--- src/verilog/pief_pkg.sv ---
// Constants for the peripheral event flag register block.
//
// Contract
// Flag register at data address 0x0D.
// Flags set regardless of any enable bit.
// Software clears flags before enabling interrupts.
// Oscillator failure switches clock to internal oscillator.
// Bit 7 oscillator failure flag, sticky.
// Bit 6 comparator B change, sticky.
// Bits 5,4,2,0 events; 3,1 zero; reset zero.
package pief_pkg;
	// ----------------------------------------------------------------
	// Register map. Offsets are word indices; the byte address on the
	// bus is four times the index, since the flag offset is not aligned.
	// ----------------------------------------------------------------
	localparam logic [7:0] PIEF_FLAGS_OFS = 8'h0D;
	localparam logic [7:0] PIEF_MASK_OFS = 8'h10;
	localparam logic [7:0] PIEF_CTRL_OFS = 8'h14;
	localparam logic [7:0] PIEF_FLAGS_RST = 8'h00;
	localparam logic [7:0] PIEF_MASK_RST = 8'h00;
	localparam logic [7:0] PIEF_IMPL_MASK = 8'hF5;
	// ----------------------------------------------------------------
	// Field positions.
	// ----------------------------------------------------------------
	localparam int PIEF_OSC_BIT = 7;
	localparam int PIEF_CMPB_BIT = 6;
	localparam int PIEF_CMPA_BIT = 5;
	localparam int PIEF_LCD_BIT = 4;
	localparam int PIEF_LVD_BIT = 2;
	localparam int PIEF_CCP_BIT = 0;
	localparam int PIEF_CTRL_SEL_BIT = 0;
endpackage : pief_pkg

--- src/verilog/pief_top.sv ---
// Peripheral event flag register with AHB-Lite slave and interrupt.
//
// Implementation choice: register access over AHB-Lite.
`timescale 1ns/100ps
module pief_top (
	input wire logic CLK_SYS_I,
	input wire logic RSTN_I,
	input wire logic HSEL_I,
	input wire logic [31:0] HADDR_I,
	input wire logic [1:0] HTRANS_I,
	input wire logic HWRITE_I,
	input wire logic [2:0] HSIZE_I,
	input wire logic [31:0] HWDATA_I,
	input wire logic HREADY_I,
	output logic [31:0] HRDATA_O,
	output logic HREADYOUT_O,
	output logic HRESP_O,
	input wire logic OSC_FAIL_I,
	input wire logic COMPARATOR_B_OUTPUT_I,
	input wire logic COMPARATOR_A_OUTPUT_I,
	input wire logic SEGMENT_DISPLAY_EVT_I,
	input wire logic LOW_VOLTAGE_EVT_I,
	input wire logic CAPCOMP_B_EVT_I,
	output logic USE_INTERNAL_OSC_O,
	output logic IRQ_O
);
	// ----------------------------------------------------------------
	// State.
	// ----------------------------------------------------------------
	typedef struct packed {
		logic [7:0] flags;
		logic [7:0] mask;
		logic osc_sel;
		logic wr_pend;
		logic [7:0] wr_addr;
		logic [31:0] rdata;
	} pief_state_type;
	pief_state_type st_r;
	pief_state_type st_nxt;

	logic cmpb_change;
	logic cmpa_change;
	logic [7:0] events;
	logic [7:0] w1c;
	logic take;
	logic [7:0] addr8;

	// Comparator outputs are levels; only a change raises the flag.
	pief_edge u_cmpb (
		.clk_i(CLK_SYS_I),
		.rstn_i(RSTN_I),
		.level_i(COMPARATOR_B_OUTPUT_I),
		.change_o(cmpb_change)
	);
	pief_edge u_cmpa (
		.clk_i(CLK_SYS_I),
		.rstn_i(RSTN_I),
		.level_i(COMPARATOR_A_OUTPUT_I),
		.change_o(cmpa_change)
	);

	// Event vector; unimplemented bits stay zero.
	always_comb begin
		events = 8'h00;
		events[pief_pkg::PIEF_OSC_BIT] = OSC_FAIL_I & ~st_r.osc_sel;
		events[pief_pkg::PIEF_CMPB_BIT] = cmpb_change;
		events[pief_pkg::PIEF_CMPA_BIT] = cmpa_change;
		events[pief_pkg::PIEF_LCD_BIT] = SEGMENT_DISPLAY_EVT_I;
		events[pief_pkg::PIEF_LVD_BIT] = LOW_VOLTAGE_EVT_I;
		events[pief_pkg::PIEF_CCP_BIT] = CAPCOMP_B_EVT_I;
	end

	// ----------------------------------------------------------------
	// Bus decode and register update.
	// ----------------------------------------------------------------
	assign take = HSEL_I & HREADY_I & HTRANS_I[1];
	// Each register takes one aligned word, so the word index is decoded.
	assign addr8 = HADDR_I[9:2];

	// Writes land one cycle after the address phase, so the slave
	// never stalls. Set beats clear, so a same-cycle event survives.
	always_comb begin
		st_nxt = st_r;
		w1c = 8'h00;
		if (st_r.wr_pend) begin
			unique case (st_r.wr_addr)
				pief_pkg::PIEF_FLAGS_OFS: w1c = HWDATA_I[7:0];
				pief_pkg::PIEF_MASK_OFS:
					st_nxt.mask = HWDATA_I[7:0] & pief_pkg::PIEF_IMPL_MASK;
				pief_pkg::PIEF_CTRL_OFS:
					st_nxt.osc_sel = st_r.osc_sel &
						HWDATA_I[pief_pkg::PIEF_CTRL_SEL_BIT];
				default: ;
			endcase
		end
		// Events set flags whatever the mask holds.
		st_nxt.flags = ((st_r.flags & ~w1c) | events) &
			pief_pkg::PIEF_IMPL_MASK;
		// Failure forces the internal oscillator; software may only
		// return to the main oscillator by writing zero.
		if (OSC_FAIL_I) begin
			st_nxt.osc_sel = 1'b1;
		end
		st_nxt.wr_pend = take & HWRITE_I;
		st_nxt.wr_addr = addr8;
		st_nxt.rdata = 32'h0000_0000;
		if (take && !HWRITE_I) begin
			unique case (addr8)
				pief_pkg::PIEF_FLAGS_OFS: st_nxt.rdata[7:0] = st_r.flags;
				pief_pkg::PIEF_MASK_OFS: st_nxt.rdata[7:0] = st_r.mask;
				pief_pkg::PIEF_CTRL_OFS:
					st_nxt.rdata[pief_pkg::PIEF_CTRL_SEL_BIT] = st_r.osc_sel;
				default: ;
			endcase
		end
	end

	// ----------------------------------------------------------------
	// Registers.
	// ----------------------------------------------------------------
	always_ff @(posedge CLK_SYS_I or negedge RSTN_I) begin
		if (!RSTN_I) begin
			st_r.flags <= pief_pkg::PIEF_FLAGS_RST;
			st_r.mask <= pief_pkg::PIEF_MASK_RST;
			st_r.osc_sel <= 1'b0;
			st_r.wr_pend <= 1'b0;
			st_r.wr_addr <= 8'h00;
			st_r.rdata <= 32'h0000_0000;
		end else begin
			st_r <= st_nxt;
		end
	end

	// Outputs.
	assign HRDATA_O = st_r.rdata;
	assign HREADYOUT_O = 1'b1;
	assign HRESP_O = 1'b0;
	assign USE_INTERNAL_OSC_O = st_r.osc_sel;
	assign IRQ_O = |(st_r.flags & st_r.mask);
endmodule : pief_top

--- src/verilog/pief_edge.sv ---
// Change detector for one comparator output.
`timescale 1ns/100ps
module pief_edge (
	input wire logic clk_i,
	input wire logic rstn_i,
	input wire logic level_i,
	output logic change_o
);
	typedef struct packed {
		logic prev;
		logic armed;
	} pief_edge_type;
	pief_edge_type st_r;
	pief_edge_type st_nxt;

	// The first sample after reset only arms, so a start-up level is
	// not reported as a change.
	always_comb begin
		st_nxt = st_r;
		st_nxt.prev = level_i;
		st_nxt.armed = 1'b1;
	end

	always_ff @(posedge clk_i or negedge rstn_i) begin
		if (!rstn_i) begin
			st_r <= '0;
		end else begin
			st_r <= st_nxt;
		end
	end

	assign change_o = st_r.armed & (st_r.prev != level_i);
endmodule : pief_edge

--- config.mk ---
export PLATFORM = sky130hd
export DESIGN_NAME = pief_top
export DESIGN_NICKNAME = d
export VERILOG_FILES = /design/src/verilog/pief_pkg.sv /design/src/verilog/pief_top.sv /design/src/verilog/pief_edge.sv
export SDC_FILE = /design/constraint.sdc
export NUM_CORES = 1
export LEC_CHECK = 0
export BUFFER_PORTS_ARGS = -buffer_cell sky130_fd_sc_hd__buf_2
export CAP_MARGIN = 20
export CORE_ASPECT_RATIO = 1.1
export CORE_UTILIZATION = 35
export DETAILED_ROUTE_END_ITERATION = 10
export PLACE_DENSITY_LB_ADDON = 0.2
export SLEW_MARGIN = 0
export SYNTH_ARGS = -nofsm -noshare
export SYNTH_HDL_FRONTEND = slang
export SYNTH_SLANG_ARGS = --single-unit
--- constraint.sdc ---
create_clock -name CLK_SYS_I -period 1.96 [get_ports CLK_SYS_I]
set_input_delay 0.196 -clock CLK_SYS_I [delete_from_list [all_inputs] [get_ports CLK_SYS_I]]
set_output_delay 0.196 -clock CLK_SYS_I [all_outputs]
set_load 0.02 [all_outputs]
==> out/qor.csv, run 1 <==
metric;value;unit
setup ws final;0.167;ns
Comb pwr share;0.095;
Cell Area, Synth;1470;um2
Vias/cell;4.20;
predominant post-synthesis flop cell;dfrtp_1;
# port buffers;33;
top cell type by total area after synthesis;dfrtp_1;
Die Wd;63.7;um
largest net degree at the start of global routing;32;
crit path kind;flip-flop to flip-flop;
Num CTS Buffers;5;
Final Cycle Share;0.915;
hpwl dp;2010;um
post-CTS setup buffers;0;
status;complete, no violations;
Yosys warnings;0;
DP Area;1560;um2
CP arrival;1.96;ns
# setup viols final;0;
register area share after synthesis;0.529;
Static Leak;0.824;nW
post-route cell area;1660;um2
Residual DRC;0;
vias in the first global route;895;
Crit. Startpoint;st_r[37];
Ports;116;
first-pass GRT wire length;4040;um
fillers;410;
most frequent cells in the layout;33 x buf_2, 31 x dfrtp_1, 29 x conb_1, 11 x nor2_1;
Final Max Slew Viols;0;
Routed Antenna Nets;0;
initial antenna violation count;0;
worst min-delay path startpoint;HADDR_I[3];
f_max;0.558;GHz
post_cts resized;0;
placed insts;211;
post-synth top area share;0.529;
gr usage total;0.122;
row count;24;
Syn Inst Count;132;
DR WL/cell;11.4;um
max-cap violations;0;
worst slew pin tran;0.682;ns
relative max-transition margin;0.545;
Via Count;920;
Clock Tree Buf Depth;2;
Critical R2R Launch;st_r[37];
pwr/cell area;769;nW/um2
placer congestion estimate;0.727;
Critical Path Sink Type;flip-flop;
Sw Share;0.245;
NumNets Final;247;
P&R area growth vs syn;13.0;%
Mean Syn Cell Area;11.1;um2
Detailed Route Iter0 Violations;20;
Seq cells post-synth;31;
Clock Power Share;0.383;
TritonCTS clock tree;built;
Period minus WS final;1.79;ns
area of the die;4460;um2
EDFF count, synth;0;
internal power;0.963;mW
die height;69.9;um
Core Util, Final;0.415;
Final Hold Violating Endpoints;0;
unique cell type count in the Yosys netlist;26;
RSZ-0062 raised after global routing;no;
Max H-tree Level;2;
Worst setup SP type;flip-flop;
ant diodes;0;
WP data required;2.12;ns
Post-Place Setup Slack;0.0798;ns
share of cells above drive strength 1;0.317;
Finished Layout Cells;219;
net load switching power;0.312;mW
min-delay worst type;input port to flip-flop;
CTS root buf;clkbuf_8;
CORE AREA;3990;um2
Reg clk slew, reported paths;0.06;ns
commonest non-fill, non-tap cell in the layout;buf_2;
setup TNS;0;ns
async set-reset flop share out of synthesis;1.00;
Initial Utilization;0.367;
VDD IR max;0.456;mV
Max FO, Critical Path;5;
grt total ovfl;0;
Min Hold Slack;0.0353;ns
Setup Skew;0.00500;ns
Clock Sinks;31;
worst skew pair latency;0.27;ns
Initial DRT Pass Iterations;4;
Synth area leaders;dfrtp_1 53%, buf_4 17%, mux2_2 5.4%, a22oi_1 4.1%, nor2_1 2.8%;
Detailed Route WL;2500;um
Flop pwr share;0.521;
Pwr Total;1.28;mW
==> synthesized netlist by cell type (all sizes together), types with 2 or more instances <==
cell type and number:
clkbuf 2, inv 8, buf 35, conb 2
nor2 11, a31oi 3, nand3 2, xor2 2
mux2 7, dfrtp 31, nand2 5, a22oi 8
o41ai 4
==> layout make-up <==
type / instances / area (um2) / share of cell area
sequential: 31 / 776 / 0.468
multi-input combinational: 83 / 495 / 0.299
clock inverter: 1 / 5.00 / 0.00302
clock buffer: 6 / 82.6 / 0.0498
timing repair buffer: 38 / 205 / 0.124
tap: 52 / 65.1 / 0.0392
inverter: 8 / 30.0 / 0.0181
==> sequential cells by signal (all words and copies together), names as in the netlist <==
signal	cells
st_r	21
HRDATA_O	6
u_cmpa.st_r	2
USE_INTERNAL_OSC_O	1
u_cmpb.st_r	1
==> logic make-up (layout without fill, tap and decap cells) <==
| group | after synthesis | after routing | synth area share |
|---|---|---|---|
| mux | 7 | 7 | 0.0537 |
| xor+xnor | 2 | 2 | 0.0119 |
| flops | 31 | 31 | 0.529 |
| compound gates | 17 | 17 | 0.0870 |
| simple gates | 28 | 28 | 0.111 |
| other cells | 2 | 29 | 0.00512 |
| buf+inv | 45 | 53 | 0.203 |
==> worst max-delay path, cell delays in order (launching register included) <==
cell and delay, ns:
dfrtp_1 0.36, or4b_1 0.61, nor4_4 0.20, buf_4 0.19, mux2_2 0.33
==> path summary, 6_finish.rpt <==
check	endpoint	cells past startpoint	slack [ns]
max in group asynchronous	u_cmpb.st_r[1]	2	1.02
min in group asynchronous	st_r[38]	2	0.50
setup reg to reg	st_r[47]	4	0.17
setup / recovery	st_r[47]	4	0.17
hold reg to reg	st_r[56]	2	0.47
hold / removal	st_r[33]	1	0.04
==> power by group through the flow <==
| stage | logic, mW | clock network [mW] | registers (mW) |
|---|---|---|---|
| 2_1_floorplan | 0.114 | 0 | 0.674 |
| 6_report | 0.122 | 0.489 | 0.665 |
| 3_3_place_gp | 0.118 | 0 | 0.676 |
| 4_1_cts | 0.121 | 0.504 | 0.665 |
| 3_5_place_dp | 0.120 | 0 | 0.677 |
| 5_1_grt | 0.134 | 0.544 | 0.666 |
==> layer usage <==
metal / vias up / routed length [um] / global-route usage / part of all wire
li1: 453 / - / - / -
met1: 428 / 1040 / 0.139 / 0.42
met2: 36 / 1320 / 0.210 / 0.53
met3: 3 / 120 / 0.0376 / 0.048
met4: 0 / 21 / 0.0455 / 0.0084
met5: - / 0 / 0 / 0
==> what timing repair did <==
item                                    4_1_cts  5_1_grt
endpoints found under the setup margin        0        2
hold buffers                                  1        0
endpoints found under the hold margin        31        0
(Power assumes the default switching activity.)
==> run 2, diff against run 1 <==
--- a/config.mk
+++ b/config.mk
@@ -5,7 +5,7 @@
 export SDC_FILE = /design/constraint.sdc
 export NUM_CORES = 1
 export LEC_CHECK = 0
-export BUFFER_PORTS_ARGS = -buffer_cell sky130_fd_sc_hd__buf_2
+export BUFFER_PORTS_ARGS = -buffer_cell sky130_fd_sc_hd__clkbuf_2
 export CAP_MARGIN = 20
 export CORE_ASPECT_RATIO = 1.1
 export CORE_UTILIZATION = 35
==> run 2 against run 1 <==
  * The flow now finishes with violations (hold timing)
  * Flip-flop and latch count did not move
  * Power is essentially flat
  * Via count fell by 1.6%
  * Die area unchanged
  * Critical path type unchanged
  * Critical path depth is the same
  * First-iteration DRC count down 75%
==> out/qor.csv, run 2 (synthesis gave the netlist of run 1 again) <==
metric;value;unit;change
status;finished, violations left;;
failing checks;hold timing;;
worst path bufs/invs;1;;unchanged
vias in the first global route;853;;-4.7%
DR WL/cell;11.4;um;-0.39%
worst slew pin tran;0.758;ns;+0.0759 ns
gr usage total;0.120;;-0.00195
area of the die;4460;um2;unchanged
Reg clk slew, reported paths;0.06;ns;about the same
Final Max Slew Viols;0;;unchanged
Clock Sinks;31;;unchanged
Worst setup SP type;flip-flop;;
CP arrival;1.96;ns;about the same
# port buffers;33;;unchanged
pwr/cell area;774;nW/um2;+0.70%
Residual DRC;0;;unchanged
VDD IR max;0.391;mV;-14%
Max H-tree Level;2;;unchanged
setup TNS;0;ns;unchanged
Max FO, Critical Path;5;;unchanged
Num CTS Buffers;5;;unchanged
grt total ovfl;0;;unchanged
crit path kind;flip-flop to flip-flop;;
CORE AREA;3990;um2;unchanged
P&R area growth vs syn;12.4;%;
relative max-transition margin;0.495;;-0.0506
Core Util, Final;0.413;;-0.00251
commonest non-fill, non-tap cell in the layout;clkbuf_2;;
Critical Path Sink Type;flip-flop;;
Final Cycle Share;0.915;;about the same
# setup viols final;0;;unchanged
hpwl dp;2020;um;+0.40%
max-cap violations;0;;unchanged
WP data required;2.12;ns;about the same
CTS root buf;clkbuf_8;;
placer congestion estimate;0.726;;-0.12%
row count;24;;unchanged
Initial Utilization;0.367;;unchanged
Ports;116;;unchanged
fillers;416;;+1.5%
most frequent cells in the layout;33 x clkbuf_2, 31 x dfrtp_1, 29 x conb_1, 11 x nor2_1;;
max FFs per register;21;;unchanged
Setup Skew;0.00426;ns;-0.000735 ns
worst skew pair latency;0.28;ns;about the same
CP cell instances;or4b_1, nor4_4, buf_4, mux2_2;;
CP max stage cell;or4b_1;;
Static Leak;0.820;nW;-0.47%
# hold bufs at CTS;0;;-1
Initial DRT Pass Iterations;4;;unchanged
Detailed Route WL;2480;um;-0.84%
crit-path leading delay family;simple AND/OR/NAND/NOR gates;;
largest net degree at the start of global routing;32;;unchanged
die height;69.9;um;unchanged
initial antenna violation count;0;;unchanged
Biggest register;st_r;;
share of cells above drive strength 1;0.319;;+0.00191
Die Wd;63.7;um;unchanged
Detailed Route Iter0 Violations;5;;-75%
Vias/cell;4.15;;-1.2%
Min Hold Slack;-0.0196;ns;-0.0549 ns
TritonCTS clock tree;built;;
RSZ-0062 raised after global routing;no;;
Period minus WS final;1.79;ns;+0.00105 ns
Routed Antenna Nets;0;;unchanged
min-delay worst type;input port to asynchronous set/reset pin;;
f_max;0.557;GHz;about the same
first-pass GRT wire length;3990;um;-1.4%
Final Hold Violating Endpoints;31;;+31
Via Count;905;;-1.6%
Clock Tree Buf Depth;2;;unchanged
NumNets Final;246;;-0.40%
Max stage delay on crit path;0.60;ns;about the same
ant diodes;0;;unchanged
## run 2: changes by cell type in the layout (fill, tap and decap cells not counted)
cell / change
buf_2: -33
clkbuf_2: +33
dlygate4sd3_1: -1
## run 2: final timing paths
path                                 from        endpoint  slack, ns  cells after the start
hold / removal                     RSTN_I  u_cmpa.st_r[1]      -0.02                      1
hold reg to reg            u_cmpa.st_r[0]        st_r[55]       0.47                      2
setup / recovery                 st_r[37]        st_r[47]       0.17                      4
min in group CLK_SYS_I         HADDR_I[8]        st_r[38]       0.04                      1
setup reg to reg                 st_r[37]        st_r[47]       0.17                      4
max in group asynchronous          RSTN_I     HRDATA_O[4]       1.50                      1
## run 2: timing repair
item / 4_1_cts / 5_1_grt
endpoints found under the setup margin: 0 / 2
buffers inserted: 0 / 0
gates resized for setup: 0 / 0
## run 2: per-layer routing
metal | up-vias | GRT usage | routed length [um]
met5 | - | 0 | 0
met4 | 0 | 0.0379 | 30
met3 | 3 | 0.0523 | 170
met2 | 37 | 0.199 | 1270
met1 | 411 | 0.137 | 1010
li1 | 454 | - | -
## run 2: where the power goes
group / internal, mW / switching (mW) / total [mW]
clock network: 0.275 / 0.217 / 0.492
logic: 0.0326 / 0.0874 / 0.120
registers: 0.655 / 0.0104 / 0.665
## run 2: through the flow
step / cell area (um2) / std cells / worst slack [ns] / total power, mW / hold WS (ns)
after floorplan: 1570 / 159 / 0.130 / 0.787 / -0.0996
after global placement: 1560 / 211 / 0.103 / 0.794 / 0.293
after detailed placement: 1560 / 211 / 0.0937 / 0.797 / 0.305
after CTS: 1650 / 218 / 0.0753 / 1.30 / 0.000954
after global routing: 1650 / 218 / 0.0630 / 1.34 / 0.0263
final: 1650 / 218 / 0.166 / 1.28 / -0.0196
## run 2: cell type report
| cell class | instances | area (um2) | share of cell area |
|---|---|---|---|
| sequential | 31 | 776 | 0.470 |
| multi-input combinational | 83 | 495 | 0.300 |
| timing repair buffer | 37 | 195 | 0.118 |
| clock buffer | 6 | 82.6 | 0.0501 |
| tap | 52 | 65.1 | 0.0395 |
| inverter | 8 | 30.0 | 0.0182 |
| clock inverter | 1 | 5.00 | 0.00303 |
